<file path="src/design/spi_port_pkg.sv">
// Purpose: Shared constants for the serial peripheral port.
// Assumes: Classic Wishbone slave with 32-bit data, byte addresses.
// Notes: Registers hold 8 bits in the low byte; upper bits read zero.
package spi_port_pkg;
  localparam logic [3:0] CONTROL_OFFSET = 4'h0;
  localparam logic [3:0] STATUS_OFFSET = 4'h4;
  localparam logic [3:0] DATA_OFFSET = 4'h8;
  localparam int RATE0_POS = 0;
  localparam int RATE1_POS = 1;
  localparam int MASTER_POS = 4;
  localparam int RATE2_POS = 7;
  localparam int CLOCK_POLARITY_BIT_POS = 3;
  localparam int CLOCK_PHASE_BIT_POS = 2;
  localparam int SELECT_DISABLE_BIT_POS = 5;
  localparam int ENABLE_POS = 6;
  localparam int TRANSFER_COMPLETE_FLAG_POS = 7;
  localparam int WRITE_COLLISION_FLAG_POS = 6;
  localparam int MODE_FAULT_FLAG_POS = 4;
  localparam int BUSY_POS = 0;
  localparam logic [7:0] CONTROL_RESET = 8'h14;
  localparam logic [7:0] DATA_RESET = 8'h00;
  localparam int BYTE_BITS = 8;
  localparam logic [2:0] RATE_RESERVED = 3'h7;
  typedef enum logic [1:0] {ST_IDLE, ST_FIRST, ST_SECOND} xfer_state_t;
endpackage

</file>
<file path="src/design/spi_rate_gen.sv">
// Purpose: Master serial clock tick generator.
// Assumes: Rate code as in the control register.
// Notes: Emits one tick per half serial clock period.
`timescale 1ns/1ps
module spi_rate_gen
(
  input wire logic i_clk,
  input wire logic i_rst_n,
  input wire logic i_run,
  input wire logic [2:0] i_rate,
  output logic o_tick
);
  import spi_port_pkg::*;
  logic [5:0] count_reg;
  logic [5:0] count_next;
  wire [5:0] half_limit;
  wire reserved_rate;
  // Divisor is 2 << rate, so half period is 1 << rate peripheral clocks.
  assign half_limit = 6'((7'h1 << i_rate) - 7'h1);
  assign reserved_rate = (i_rate == RATE_RESERVED);
  assign o_tick = i_run && !reserved_rate && (count_reg == half_limit);
  assign count_next = (!i_run || o_tick) ? 6'h0 : count_reg + 6'h1;
  always_ff @(posedge i_clk or negedge i_rst_n)
  begin
    if (!i_rst_n)
      count_reg <= 6'h0;
    else
      count_reg <= count_next;
  end
endmodule // spi_rate_gen

</file>
<file path="src/design/spi_master_slave_port.sv">
// Purpose: Full-duplex SPI port, master or slave, with Wishbone registers.
// Assumes: All pins synchronous to I_CLOCK; slave clock well below it.
// Notes: Flags clear by read of status then read or write of data; mode fault by read of status then write of control.
// What this block does
// (RULE1) Bytes shift as eight bits, most significant bit first.
// (RULE2) Master drives MOSI, samples MISO; slave does the reverse.
// (RULE3) Master emits exactly eight SCK cycles per byte.
// (RULE4) External master holds our select low through a whole message.
// (RULE5) Slave puts MISO in high impedance while select is high, except with phase and select-disable both set.
// (RULE6) External master selects only one slave at a time.
// (RULE7) Master with select-disable ignores select and never sets mode fault.
// (RULE8) Slave with phase and select-disable set acts always selected.
// (RULE9) Software never sets select-disable while phase is zero.
// (RULE10) Setting select-disable does not clear mode fault.
// (RULE11) Master SCK is the clock divided by 2 to 128 via rate field.
// (RULE12) Codes 000, 001, 010 give divisors 2, 4, 8.
// (RULE13) Codes 011 to 110 give 16 to 128; 111 gives no clock.
// (RULE14) Mode and configuration come from a single control register.
// (RULE15) Data shifts out and in together on the same SCK.
// (RULE16) An unselected slave drives no serial line.
// (RULE17) Software sets slave mode before enabling the port.
// (RULE18) External SCK stays at or below our clock rate.
// (RULE19) Software disables the port before changing polarity or phase.
// (RULE20) Master holds SCK at the polarity idle level between bytes.
// (RULE21) Master select low sets mode fault, clears enable and master.
// (RULE22) Writing data mid-transfer sets write collision, transfer continues.
// (RULE23) Transfer-complete flag sets when a byte exchange finishes.
// (RULE24) With phase zero, the external master toggles select between bytes.
//
// The placing of the registers and the Wishbone interface to the registers are this design's own decisions.
`timescale 1ns/1ps
module spi_master_slave_port
(
  input wire logic I_CLOCK,
  input wire logic I_RESET_N,
  input wire logic I_WB_CYC,
  input wire logic I_WB_STB,
  input wire logic I_WB_WE,
  input wire logic [3:0] I_WB_SEL,
  input wire logic [3:0] I_WB_ADR,
  input wire logic [31:0] I_WB_DAT,
  output logic [31:0] O_WB_DAT,
  output logic O_WB_ACK,
  output logic O_WB_ERR,
  input wire logic I_SCK,
  output logic O_SCK,
  output logic O_SCK_OE_N,
  input wire logic I_MOSI,
  output logic O_MOSI,
  output logic O_MOSI_OE_N,
  input wire logic I_MISO,
  output logic O_MISO,
  output logic O_MISO_OE_N,
  input wire logic I_SS_N
);
  import spi_port_pkg::*;

  // ==========================================================
  // Reset release
  // ==========================================================
  logic rst_meta_reg;
  logic rst_n;
  always_ff @(posedge I_CLOCK or negedge I_RESET_N)
  begin
    if (!I_RESET_N)
    begin
      rst_meta_reg <= 1'b0;
      rst_n <= 1'b0;
    end
    else
    begin
      rst_meta_reg <= 1'b1;
      rst_n <= rst_meta_reg;
    end
  end

  // ==========================================================
  // Register bus
  // ==========================================================
  logic [7:0] control_reg;
  logic [7:0] tx_reg;
  logic [7:0] rx_reg;
  logic transfer_complete_flag_reg;
  logic write_collision_flag_reg;
  logic mode_fault_flag_reg;
  logic status_seen_reg;
  logic ack_reg;
  logic [31:0] rdata_reg;
  wire bus_req = I_WB_CYC && I_WB_STB && !ack_reg;
  wire hit_control = (I_WB_ADR == CONTROL_OFFSET);
  wire hit_status = (I_WB_ADR == STATUS_OFFSET);
  wire hit_data = (I_WB_ADR == DATA_OFFSET);
  wire mapped = hit_control || hit_status || hit_data;
  wire take = bus_req && mapped;
  wire wr_low = take && I_WB_WE && I_WB_SEL[0];
  wire wr_control = wr_low && hit_control;
  wire wr_data = wr_low && hit_data;
  wire rd_status = take && !I_WB_WE && hit_status;
  wire rd_data = take && !I_WB_WE && hit_data;

  wire enable = control_reg[ENABLE_POS];
  wire master = control_reg[MASTER_POS];
  wire clock_polarity_bit = control_reg[CLOCK_POLARITY_BIT_POS];
  wire clock_phase_bit = control_reg[CLOCK_PHASE_BIT_POS];
  wire select_disable_bit = control_reg[SELECT_DISABLE_BIT_POS];
  wire [2:0] rate = {control_reg[RATE2_POS], control_reg[RATE1_POS],
    control_reg[RATE0_POS]}; // RULE11 RULE14

  // ==========================================================
  // Transfer engine
  // ==========================================================
  xfer_state_t state_reg;
  xfer_state_t state_next;
  logic [7:0] shift_reg;
  logic [7:0] shift_next;
  logic [2:0] bit_reg;
  logic [2:0] bit_next;
  logic in_bit_reg;
  logic in_bit_next;
  logic sck_reg;
  logic sck_next;
  logic sck_in_reg;
  logic ss_in_reg;
  logic busy;
  logic done;
  logic tick;

  // Mode fault: master whose own select drops while select is honoured.
  wire mode_fault = enable && master && !select_disable_bit && !I_SS_N; // RULE7 RULE21
  wire slave_sel = enable && !master &&
    ((clock_phase_bit && select_disable_bit) || !I_SS_N); // RULE8 RULE16
  wire lead_edge = sck_in_reg == clock_polarity_bit && I_SCK != clock_polarity_bit;
  wire trail_edge = sck_in_reg != clock_polarity_bit && I_SCK == clock_polarity_bit;
  wire ss_fall = ss_in_reg && !I_SS_N;
  wire start_master = enable && master && wr_data && !busy;
  // With phase zero the slave byte starts at the select falling edge, or at a leading edge while select is already low.
  wire start_slave = slave_sel && !busy &&
    (clock_phase_bit ? lead_edge : (ss_fall || (!I_SS_N && state_reg == ST_IDLE
    && !ss_in_reg && lead_edge))); // RULE24
  wire sample_edge = master ? (tick && (sck_reg == clock_polarity_bit) == !clock_phase_bit)
    : (clock_phase_bit ? trail_edge : lead_edge);
  wire shift_edge = master ? (tick && (sck_reg == clock_polarity_bit) == clock_phase_bit)
    : (clock_phase_bit ? lead_edge : trail_edge);
  wire serial_in = master ? I_MISO : I_MOSI; // RULE2

  spi_rate_gen u_rate
  (
    .i_clk(I_CLOCK),
    .i_rst_n(rst_n),
    .i_run(busy && master),
    .i_rate(rate),
    .o_tick(tick)
  ); // RULE12 RULE13

  assign busy = (state_reg != ST_IDLE);

  always_comb
  begin
    state_next = state_reg;
    shift_next = shift_reg;
    bit_next = bit_reg;
    in_bit_next = in_bit_reg;
    sck_next = sck_reg;
    done = 1'b0;
    if (!enable || (!master && !slave_sel) || (master && mode_fault))
    begin
      state_next = ST_IDLE;
      sck_next = clock_polarity_bit; // RULE20
    end
    else if (state_reg == ST_IDLE)
    begin
      sck_next = clock_polarity_bit; // RULE20
      bit_next = 3'h0;
      if (start_master)
      begin
        shift_next = I_WB_DAT[7:0];
        state_next = ST_FIRST;
      end
      else if (start_slave)
      begin
        shift_next = tx_reg;
        state_next = ST_FIRST;
        if (clock_phase_bit)
          state_next = ST_SECOND;
      end
    end
    else
    begin
      if (master && tick)
        sck_next = !sck_reg;
      if (sample_edge)
      begin
        in_bit_next = serial_in; // RULE15
        if (!clock_phase_bit || bit_reg != 3'h0 || state_reg == ST_SECOND)
          state_next = ST_SECOND;
        // Phase one closes on the eighth sample, so MOSI holds through it.
        if (clock_phase_bit && bit_reg == 3'(BYTE_BITS - 1))
        begin
          state_next = ST_IDLE; // RULE3
          done = 1'b1; // RULE23
        end
      end
      if (shift_edge && state_reg == ST_SECOND)
      begin
        shift_next = {shift_reg[6:0], in_bit_next}; // RULE1 RULE15
        bit_next = bit_reg + 3'h1;
        if (bit_reg == 3'(BYTE_BITS - 1))
        begin
          // Eighth trailing edge closes the byte; SCK returns idle.
          state_next = ST_IDLE; // RULE3
          done = 1'b1; // RULE23
        end
      end
      else if (shift_edge && clock_phase_bit && state_reg == ST_FIRST)
        state_next = ST_SECOND;
    end
  end

  always_ff @(posedge I_CLOCK or negedge rst_n)
  begin
    if (!rst_n)
    begin
      state_reg <= ST_IDLE;
      shift_reg <= DATA_RESET;
      bit_reg <= 3'h0;
      in_bit_reg <= 1'b0;
      sck_reg <= 1'b0;
      sck_in_reg <= 1'b0;
      ss_in_reg <= 1'b1;
    end
    else
    begin
      state_reg <= state_next;
      shift_reg <= shift_next;
      bit_reg <= bit_next;
      in_bit_reg <= in_bit_next;
      sck_reg <= sck_next;
      sck_in_reg <= I_SCK;
      ss_in_reg <= I_SS_N;
    end
  end

  // ==========================================================
  // Control, status and data registers
  // ==========================================================
  wire [7:0] rx_byte = {shift_reg[6:0], in_bit_next}; // RULE1
  // Hardware sets win over software clears in the same cycle.
  wire clear_pending = status_seen_reg && (wr_control || wr_data || rd_data);
  logic [7:0] control_next;
  always_comb
  begin
    control_next = control_reg;
    if (wr_control)
      control_next = I_WB_DAT[7:0]; // RULE14 RULE19
    if (mode_fault)
      control_next = control_next &
        ~(8'h1 << ENABLE_POS) & ~(8'h1 << MASTER_POS); // RULE21
  end

  always_ff @(posedge I_CLOCK or negedge rst_n)
  begin
    if (!rst_n)
    begin
      control_reg <= CONTROL_RESET;
      tx_reg <= DATA_RESET;
      rx_reg <= DATA_RESET;
      transfer_complete_flag_reg <= 1'b0;
      write_collision_flag_reg <= 1'b0;
      mode_fault_flag_reg <= 1'b0;
      status_seen_reg <= 1'b0;
    end
    else
    begin
      control_reg <= control_next;
      if (wr_data && !busy)
        tx_reg <= I_WB_DAT[7:0];
      if (done)
        rx_reg <= rx_byte;
      if (rd_status)
        status_seen_reg <= 1'b1;
      else if (wr_control || wr_data || rd_data)
        status_seen_reg <= 1'b0;
      transfer_complete_flag_reg <= done || (transfer_complete_flag_reg &&
        !(clear_pending && (rd_data || wr_data))); // RULE23
      write_collision_flag_reg <= (wr_data && busy) || (write_collision_flag_reg &&
        !(clear_pending && (rd_data || wr_data))); // RULE22
      // Only the read-then-control-write sequence clears mode fault.
      mode_fault_flag_reg <= mode_fault || (mode_fault_flag_reg &&
        !(clear_pending && wr_control)); // RULE10 RULE21
    end
  end

  wire [7:0] status_value = (8'h1 << TRANSFER_COMPLETE_FLAG_POS) & {8{transfer_complete_flag_reg}} |
    (8'h1 << WRITE_COLLISION_FLAG_POS) & {8{write_collision_flag_reg}} |
    (8'h1 << MODE_FAULT_FLAG_POS) & {8{mode_fault_flag_reg}} |
    (8'h1 << BUSY_POS) & {8{busy}};
  wire [7:0] read_value = hit_control ? control_reg :
    hit_status ? status_value : rx_reg;

  always_ff @(posedge I_CLOCK or negedge rst_n)
  begin
    if (!rst_n)
    begin
      ack_reg <= 1'b0;
      rdata_reg <= 32'h0;
    end
    else
    begin
      ack_reg <= take;
      if (take)
        rdata_reg <= {24'h0, read_value};
    end
  end

  logic err_reg;
  always_ff @(posedge I_CLOCK or negedge rst_n)
  begin
    if (!rst_n)
      err_reg <= 1'b0;
    else
      err_reg <= bus_req && !mapped && !err_reg;
  end

  assign O_WB_ACK = ack_reg;
  assign O_WB_ERR = err_reg;
  assign O_WB_DAT = rdata_reg;

  // ==========================================================
  // Pins
  // ==========================================================
  wire drive_master = enable && master;
  assign O_SCK = sck_reg;
  assign O_SCK_OE_N = !drive_master;
  assign O_MOSI = shift_reg[7]; // RULE1 RULE2
  assign O_MOSI_OE_N = !drive_master;
  assign O_MISO = shift_reg[7]; // RULE2
  assign O_MISO_OE_N = !slave_sel; // RULE5 RULE16
endmodule // spi_master_slave_port

</file>
<file path="config.mk">
export PLATFORM = sky130hd
export DESIGN_NAME = spi_master_slave_port
export DESIGN_NICKNAME = d
export VERILOG_FILES = /design/src/design/spi_port_pkg.sv /design/src/design/spi_rate_gen.sv /design/src/design/spi_master_slave_port.sv
export SDC_FILE = /design/constraint.sdc
export NUM_CORES = 1
export LEC_CHECK = 0
export BUFFER_PORTS_ARGS = -buffer_cell sky130_fd_sc_hd__buf_2
export CORE_MARGIN = 4
export CORE_UTILIZATION = 48
export CTS_CLUSTER_DIAMETER = 80
export CTS_CLUSTER_SIZE = 10
export DETAILED_ROUTE_END_ITERATION = 10
export PLACE_DENSITY = 0.76
export SYNTH_ARGS = -nofsm -noshare
export SYNTH_HDL_FRONTEND = slang
export SYNTH_SLANG_ARGS = --single-unit
</file>
<file path="constraint.sdc">
create_clock -name I_CLOCK -period 1.8 [get_ports I_CLOCK]
set_input_delay 0.18 -clock I_CLOCK [delete_from_list [all_inputs] [get_ports I_CLOCK]]
set_output_delay 0.18 -clock I_CLOCK [all_outputs]
set_load 0.01 [all_outputs]
</file>
# Yosys cells after proc, flatten, opt, wreduce, memory -nomap -nowiden
# Cells that the tools add are included.
[totals]
ff_bits = 63
inputBits = 49
out_inout_bits = 40
word_cells = 178
[classes]
addsub = 3
eq_ne = 16
shift = 1
n_mux = 42
bitwise_logic = 4
n_reduce_logical = 91
[ops]
columns = ["op", "n"]
rows = [
  ["2-to-1 mux 8 bit", 7],
  ["logical AND 1 bit", 48],
  ["2-to-1 mux 2 bit", 11],
  ["2-to-1 mux 1 bit", 20],
  ["zero test 1 bit", 18],
  ["logical OR 1 bit", 15],
  ["bitwise OR 8 x 1 -> 8 bit", 1],
  ["bitwise OR 8 x 5 -> 8 bit", 1],
  ["bitwise OR 8 x 7 -> 8 bit", 1],
  ["nonzero test 2 bit", 4],
  ["2-to-1 mux 7 bit", 1],
  ["adder 6 x 1 -> 6 bit, second input constant", 1],
  ["== test 3 bit, second input constant", 2],
  ["== test 6 bit", 1],
  ["2-to-1 mux 3 bit", 2],
  ["2-to-1 mux 6 bit", 1],
  ["nonzero test 3 bit", 2],
  ["<< shifter 1 x 3 -> 6 bit, first input constant", 1],
  ["subtractor 6 x 1 -> 6 bit, second input constant", 1],
  ["== test 1 bit", 5],
  ["== test 4 x 3 -> 1 bit, second input constant", 1],
  ["== test 4 bit, second input constant", 1],
  ["zero test 4 bit", 1],
  ["inequality test 4 x 3 -> 1 bit, second input constant", 1],
  ["other kinds (9)", 10],
]

# Longest topological paths before layout
[logic_depth]
depth_word = 14
mapped_depth = 10
ltp_nobuf = 7

# Hierarchy
# Synthesis repeated with hierarchy kept, for this count alone.
[hier_totals]
cells_unflattened = 350
area_unflattened_um2 = 3666.0
[by_module_without_submodules]
columns = ["module", "instances", "cells_each", "area_each_um2", "seq_area_each_um2"]
rows = [
  ["spi_master_slave_port", 1, 305, 3240.6, 1430.1],
  ["spi_rate_gen", 1, 45, 425.4, 150.1],
]

# Worst setup path after synthesis
# OpenSTA, ideal clock, no wires.
[synth_path]
path_type = "flip-flop to flip-flop"
from = "register state_reg[1]"
to = "register rx_reg[0]"
setup_time_ps = 125
arrival_time_ps = 2094
required_time_ps = 1675
setup_slack_ps = -419
path_stages_with_launch = 11
n_path_buf = 3
synth_period_minus_slack_ps = 2219
path_cell_list = "dfrtp_1 -> buf_4 -> or2_4 -> buf_6 -> nand2_2 -> a221oi_2 -> o211a_4 -> a21oi_2 -> o32a_1 -> buf_6 -> mux2_4"
[synth_between]
elab_chain_cells = 11
word_cells_on_any_way = 19
cone_classes = "eq/ne: 1; mux: 10; reduce/logical: 8"
[synth_lines]
columns = ["element", "line_no", "source"]
rows = [
  ["start: declaration", "spi_master_slave_port.sv:112", "xfer_state_t state_reg;"],
  ["start signal: assignment", "spi_master_slave_port.sv:233", "state_reg <= state_next;"],
  ["nonzero test 2 bit", "spi_master_slave_port.sv:155", "assign busy = (state_reg != ST_IDLE);"],
  ["logical AND 1 bit", "spi_master_slave_port.sv:150", ".i_run(busy && master),"],
  ["logical AND 1 bit (2 in a row)", "spi_rate_gen.sv:21", "assign o_tick = i_run && !reserved_rate && (count_reg == half_limit);"],
  ["logical AND 1 bit", "spi_master_slave_port.sv:140", "wire sample_edge = master ? (tick && (sck_reg == clock_polarity_bit) == !clock_phase_bit)"],
  ["2-to-1 mux 1 bit", "spi_master_slave_port.sv:140", ""],
  ["2-to-1 mux 1 bit", "spi_master_slave_port.sv:191", "if (sample_edge)"],
  ["2-to-1 mux 1 bit", "spi_master_slave_port.sv:207", "if (bit_reg == 3'(BYTE_BITS - 1))"],
  ["2-to-1 mux 1 bit", "spi_master_slave_port.sv:203", "if (shift_edge && state_reg == ST_SECOND)"],
  ["2-to-1 mux 1 bit", "spi_master_slave_port.sv:170", "else if (state_reg == ST_IDLE)"],
  ["2-to-1 mux 1 bit", "spi_master_slave_port.sv:165", "if (!enable || (!master && !slave_sel) || (master && mode_fault))"],
  ["end signal: assignment", "spi_master_slave_port.sv:278", "rx_reg <= rx_byte;"],
  ["end: declaration", "spi_master_slave_port.sv:82", "logic [7:0] rx_reg;"],
]
# Parallel ways exist; a longest one is shown, timed or not.
# A chain may end at the register's enable or synchronous reset.

# Worst setup path in the final report
[layout_path]
from = "register control_reg[7]"
to = "register rx_reg[5]"
[layout_between]
elab_chain_cells = 11
word_cells_on_any_way = 17
cone_classes = "add/sub: 1; eq/ne: 2; shift: 1; mux: 7; reduce/logical: 6"
[layout_lines]
columns = ["element", "line_no", "source"]
rows = [
  ["start: declaration", "spi_master_slave_port.sv:80", "logic [7:0] control_reg;"],
  ["start signal: assignment", "spi_master_slave_port.sv:274", "control_reg <= control_next;"],
  ["<< shifter 1 x 3 -> 6 bit or == test 3 bit (tied branches)", "spi_rate_gen.sv:19, spi_rate_gen.sv:20", ""],
  ["subtractor 6 x 1 -> 6 bit or zero test 1 bit (tied branches)", "spi_rate_gen.sv:19, spi_rate_gen.sv:21", ""],
  ["== test 6 bit or logical AND 1 bit (tied branches)", "spi_rate_gen.sv:21", ""],
  ["logical AND 1 bit *", "spi_rate_gen.sv:21", ""],
  ["logical AND 1 bit", "spi_master_slave_port.sv:140", ""],
  ["2-to-1 mux 1 bit", "spi_master_slave_port.sv:140", ""],
  ["2-to-1 mux 1 bit", "spi_master_slave_port.sv:191", ""],
  ["2-to-1 mux 1 bit", "spi_master_slave_port.sv:207", ""],
  ["2-to-1 mux 1 bit *", "spi_master_slave_port.sv:203", ""],
  ["2-to-1 mux 1 bit *", "spi_master_slave_port.sv:170", ""],
  ["2-to-1 mux 1 bit *", "spi_master_slave_port.sv:165", ""],
]
# Mark *: on every way between the ends. The rest lies on a longest branch, timed or not.

==> run_results.csv <==
group,metric,value,unit
yosys,ys_warn_count,0,
critical_path,worstPathMaxFanout,9,
critical_path,worst-setup-path-type,"flip-flop to flip-flop",
yosys,synth_area_leaders,"dfrtp_1, buf_4, nand2_1",
critical_path,slowest_delay,0.47,ns
hold_path,hold_path.class,"input pin to flip-flop",
critical_path,crit_path_end_kind,"flip-flop",
cells_and_area,drive_gt1_frac,0.4022,
floorplan,num_rows,30,
place,place.gp.congestion,0.8766,
cells_and_area,n_antenna_cell,0,
place,placedCellCount,516,
floorplan,dieArea,8769,sq um
cells_and_area,nets,498,
routing,ant_nets,0,
power_and_ir_drop,total_power,3.326,mW
routing,vias,2843,
power_and_ir_drop,ir_worst_vdd,0.3570,mV
critical_path,path_buf_inv,1,
global_routing,grt_first_pass_wirelength,13880,microns
yosys,yosysTopAreaCell,"dfrtp_1",
routing,drtIter0Drc,113,
critical_path,reg2reg_slack,-0.40,ns
yosys,ys_seq_elements,63,
critical_path,critPathLaunch,"control_reg[7]$_DFFE_PN0P_",
timing,slew_headroom,0.6666,
routing,drc,0,
power_and_ir_drop,power_density,732.5,nW/um^2
yosys,synth-main-ff-cell,"dfrtp_1",
routing,viasPerCell,5.207,
critical_path,r2r_start,"control_reg[7]$_DFFE_PN0P_",
flow_run,drv_cap,0,
yosys,ys_async_sr_fraction,1.000,
critical_path,worstPathArrival,2.44,ns
cells_and_area,finalNonFillerCells,546,
clock_network,clk_pin_slew,0.08,ns
clock_network,cts_root_buf,"clkbuf_8",
yosys,synth_cell_type_count,55,
critical_path,r2r-end,"rx_reg[5]$_DFFE_PN0P_",
place,dp_slack,-0.4320,ns
yosys,yosysMostFrequentCell,"dfrtp_1",
timing,fin_skew,0.009852,ns
critical_path,crit_path_end,"rx_reg[5]$_DFFE_PN0P_",
cells_and_area,syn2layout_area_growth,28.96,%
floorplan,dieHeight,93.65,microns
timing,finalCritPeriodShare,1.224,
clock_network,clk_path_buf_depth,2,
global_routing,antenna_found_initial,0,
yosys,ys_seq_area_frac,0.4488,
critical_path,cp_slowest_cell,"dfrtp_2",
yosys,synth_edf_count,0,
timing,drv_slew,0,
timing,clock.fmax,453.7,MHz
yosys,netlist_area,3521,sq um
timing,setup_ws,-0.4039,ns
clock_network,cts-htree-levels,3,
place,dpl.hpwl,5985,microns
timing,finalSetupTns,-5.609,ns
clock_network,cts_tree,"yes",
yosys,avgSynthCellArea,10.06,sq um
yosys,synth_cells,350,
floorplan,io_pins,89,
timing,setup_viol,31,
clock_network,cts_buffers,9,
timing,hold_viol,0,
critical_path,rr_worst_depth,8,
timing,fin_crit,2.204,ns
timing,rsz0062_at_grt,"yes",
floorplan,initial_core_util,0.5070,
clock_network,insertion_delay,0.35,ns
outcome,status,"finished, violations left",
routing,drtPass1Iterations,4,
routing,wl,8489,microns
floorplan,core_area,6944,sq um
critical_path,crit_family,"compound AO/OA/AOI/OAI gates",
yosys,synth_top_area_share,0.4264,
clock_network,cts_sinks,63,
yosys,synth_common_cells,"dfrtp_1, nand2_1, nor2_1",
global_routing,overflow,0,
outcome,violations,"negative setup slack",
power_and_ir_drop,p_leak,2.194,nW
routing,wl_per_cell,15.55,microns
global_routing,grt_usage,0.2059,
global_routing,grt_max_degree,45,
global_routing,grt_pass1_vias,2879,
critical_path,startpoint_type,"flip-flop",
place,port_buffers,37,
critical_path,crit_chain,"nor4b_2 > a31oi_1 > a21oi_2 > o211a_4 > a21oi_4 > o32a_1 > buf_12 > mux2_4",
floorplan,die_x,93.65,microns
timing,worstMarginPinSlew,0.5001,ns
critical_path,cp_data_required_time,2.04,ns
critical_path,path_depth,8,
## cells by family after synthesis
family	share of synthesized area
xor+xnor	0.02239
fa+ha+maj	0.01422
buf+inv	0.09346
other cells	0.002133
flops	0.4488
simple gates	0.1592
compound gates	0.1425
mux	0.1173
## where the power goes
part | internal (mW) | total (mW) | switching (mW)
clock | 0.641 | 1.27 | 0.624
combinational | 0.252 | 0.516 | 0.264
sequential | 1.48 | 1.54 | 0.0651
## per-stage QoR
step / instance area [sq um] / hold slack (ns) / util
final: 4541 / 0.04777 / 0.6539
after floorplan: 3732 / -0.1156 / -
after CTS: 4503 / 0.03972 / 0.6485
after detailed placement: 4140 / -0.03310 / 0.5962
after global placement: 4140 / -0.03511 / 0.5962
after global routing: 4541 / 0.05051 / 0.6539
## layer usage
layer / vias to the layer above / GRT usage / part of all wire
met5: - / 0 / 0
met4: 0 / 0.1107 / 0.038
met3: 24 / 0.05229 / 0.054
met2: 102 / 0.3127 / 0.46
met1: 1343 / 0.2693 / 0.45
li1: 1374 / - / -
## layout by cell type, fill, tap and decap left out, drive strengths merged, types with 4 or more instances in the layout
cell / n
inv: 11
nand2: 35
clkbuf: 9
or2: 4
buf: 102
xnor2: 6
a31oi: 8
a21oi: 24
nor3: 4
dfrtp: 60
conb: 25
mux2i: 9
ha: 4
mux2: 26
a22oi: 7
nand3: 4
or3: 4
o21ai: 18
nor2b: 4
nor2: 31
nand2b: 8
## repair_timing
item / 4_1_cts / 5_1_grt
hold buffers: 2 / 0
setup endpoints to repair: 31 / 33
gates resized for setup: 21 / 2
endpoints found under the hold margin: 3 / 0
setup buffers: 9 / 5
pin swaps: 11 / 5
## worst min-delay path by stage
stage	start	end	slack (ns)	cells after the start
after floorplan	I_RESET_N	rst_meta_reg$_DFF_PN0_	-0.12	0
after global placement	I_RESET_N	rst_meta_reg$_DFF_PN0_	-0.04	1
after detailed placement	I_RESET_N	rst_meta_reg$_DFF_PN0_	-0.03	1
after CTS	I_SS_N	ss_in_reg$_DFF_PN1_	0.04	2
after global routing	I_SS_N	ss_in_reg$_DFF_PN1_	0.05	2
final	I_SS_N	ss_in_reg$_DFF_PN1_	0.05	2
## final cells by class
type                       instances  area [sq um]
timing repair buffer             104         740.7
multi-input combinational        257          1861
fill                             559          2404
clock inverter                     7         72.57
clock buffer                       9         123.9
inverter                          10         37.54
sequential                        63          1585
tap                               96         120.1
Note: power is estimated with default switching activity, not from simulation.
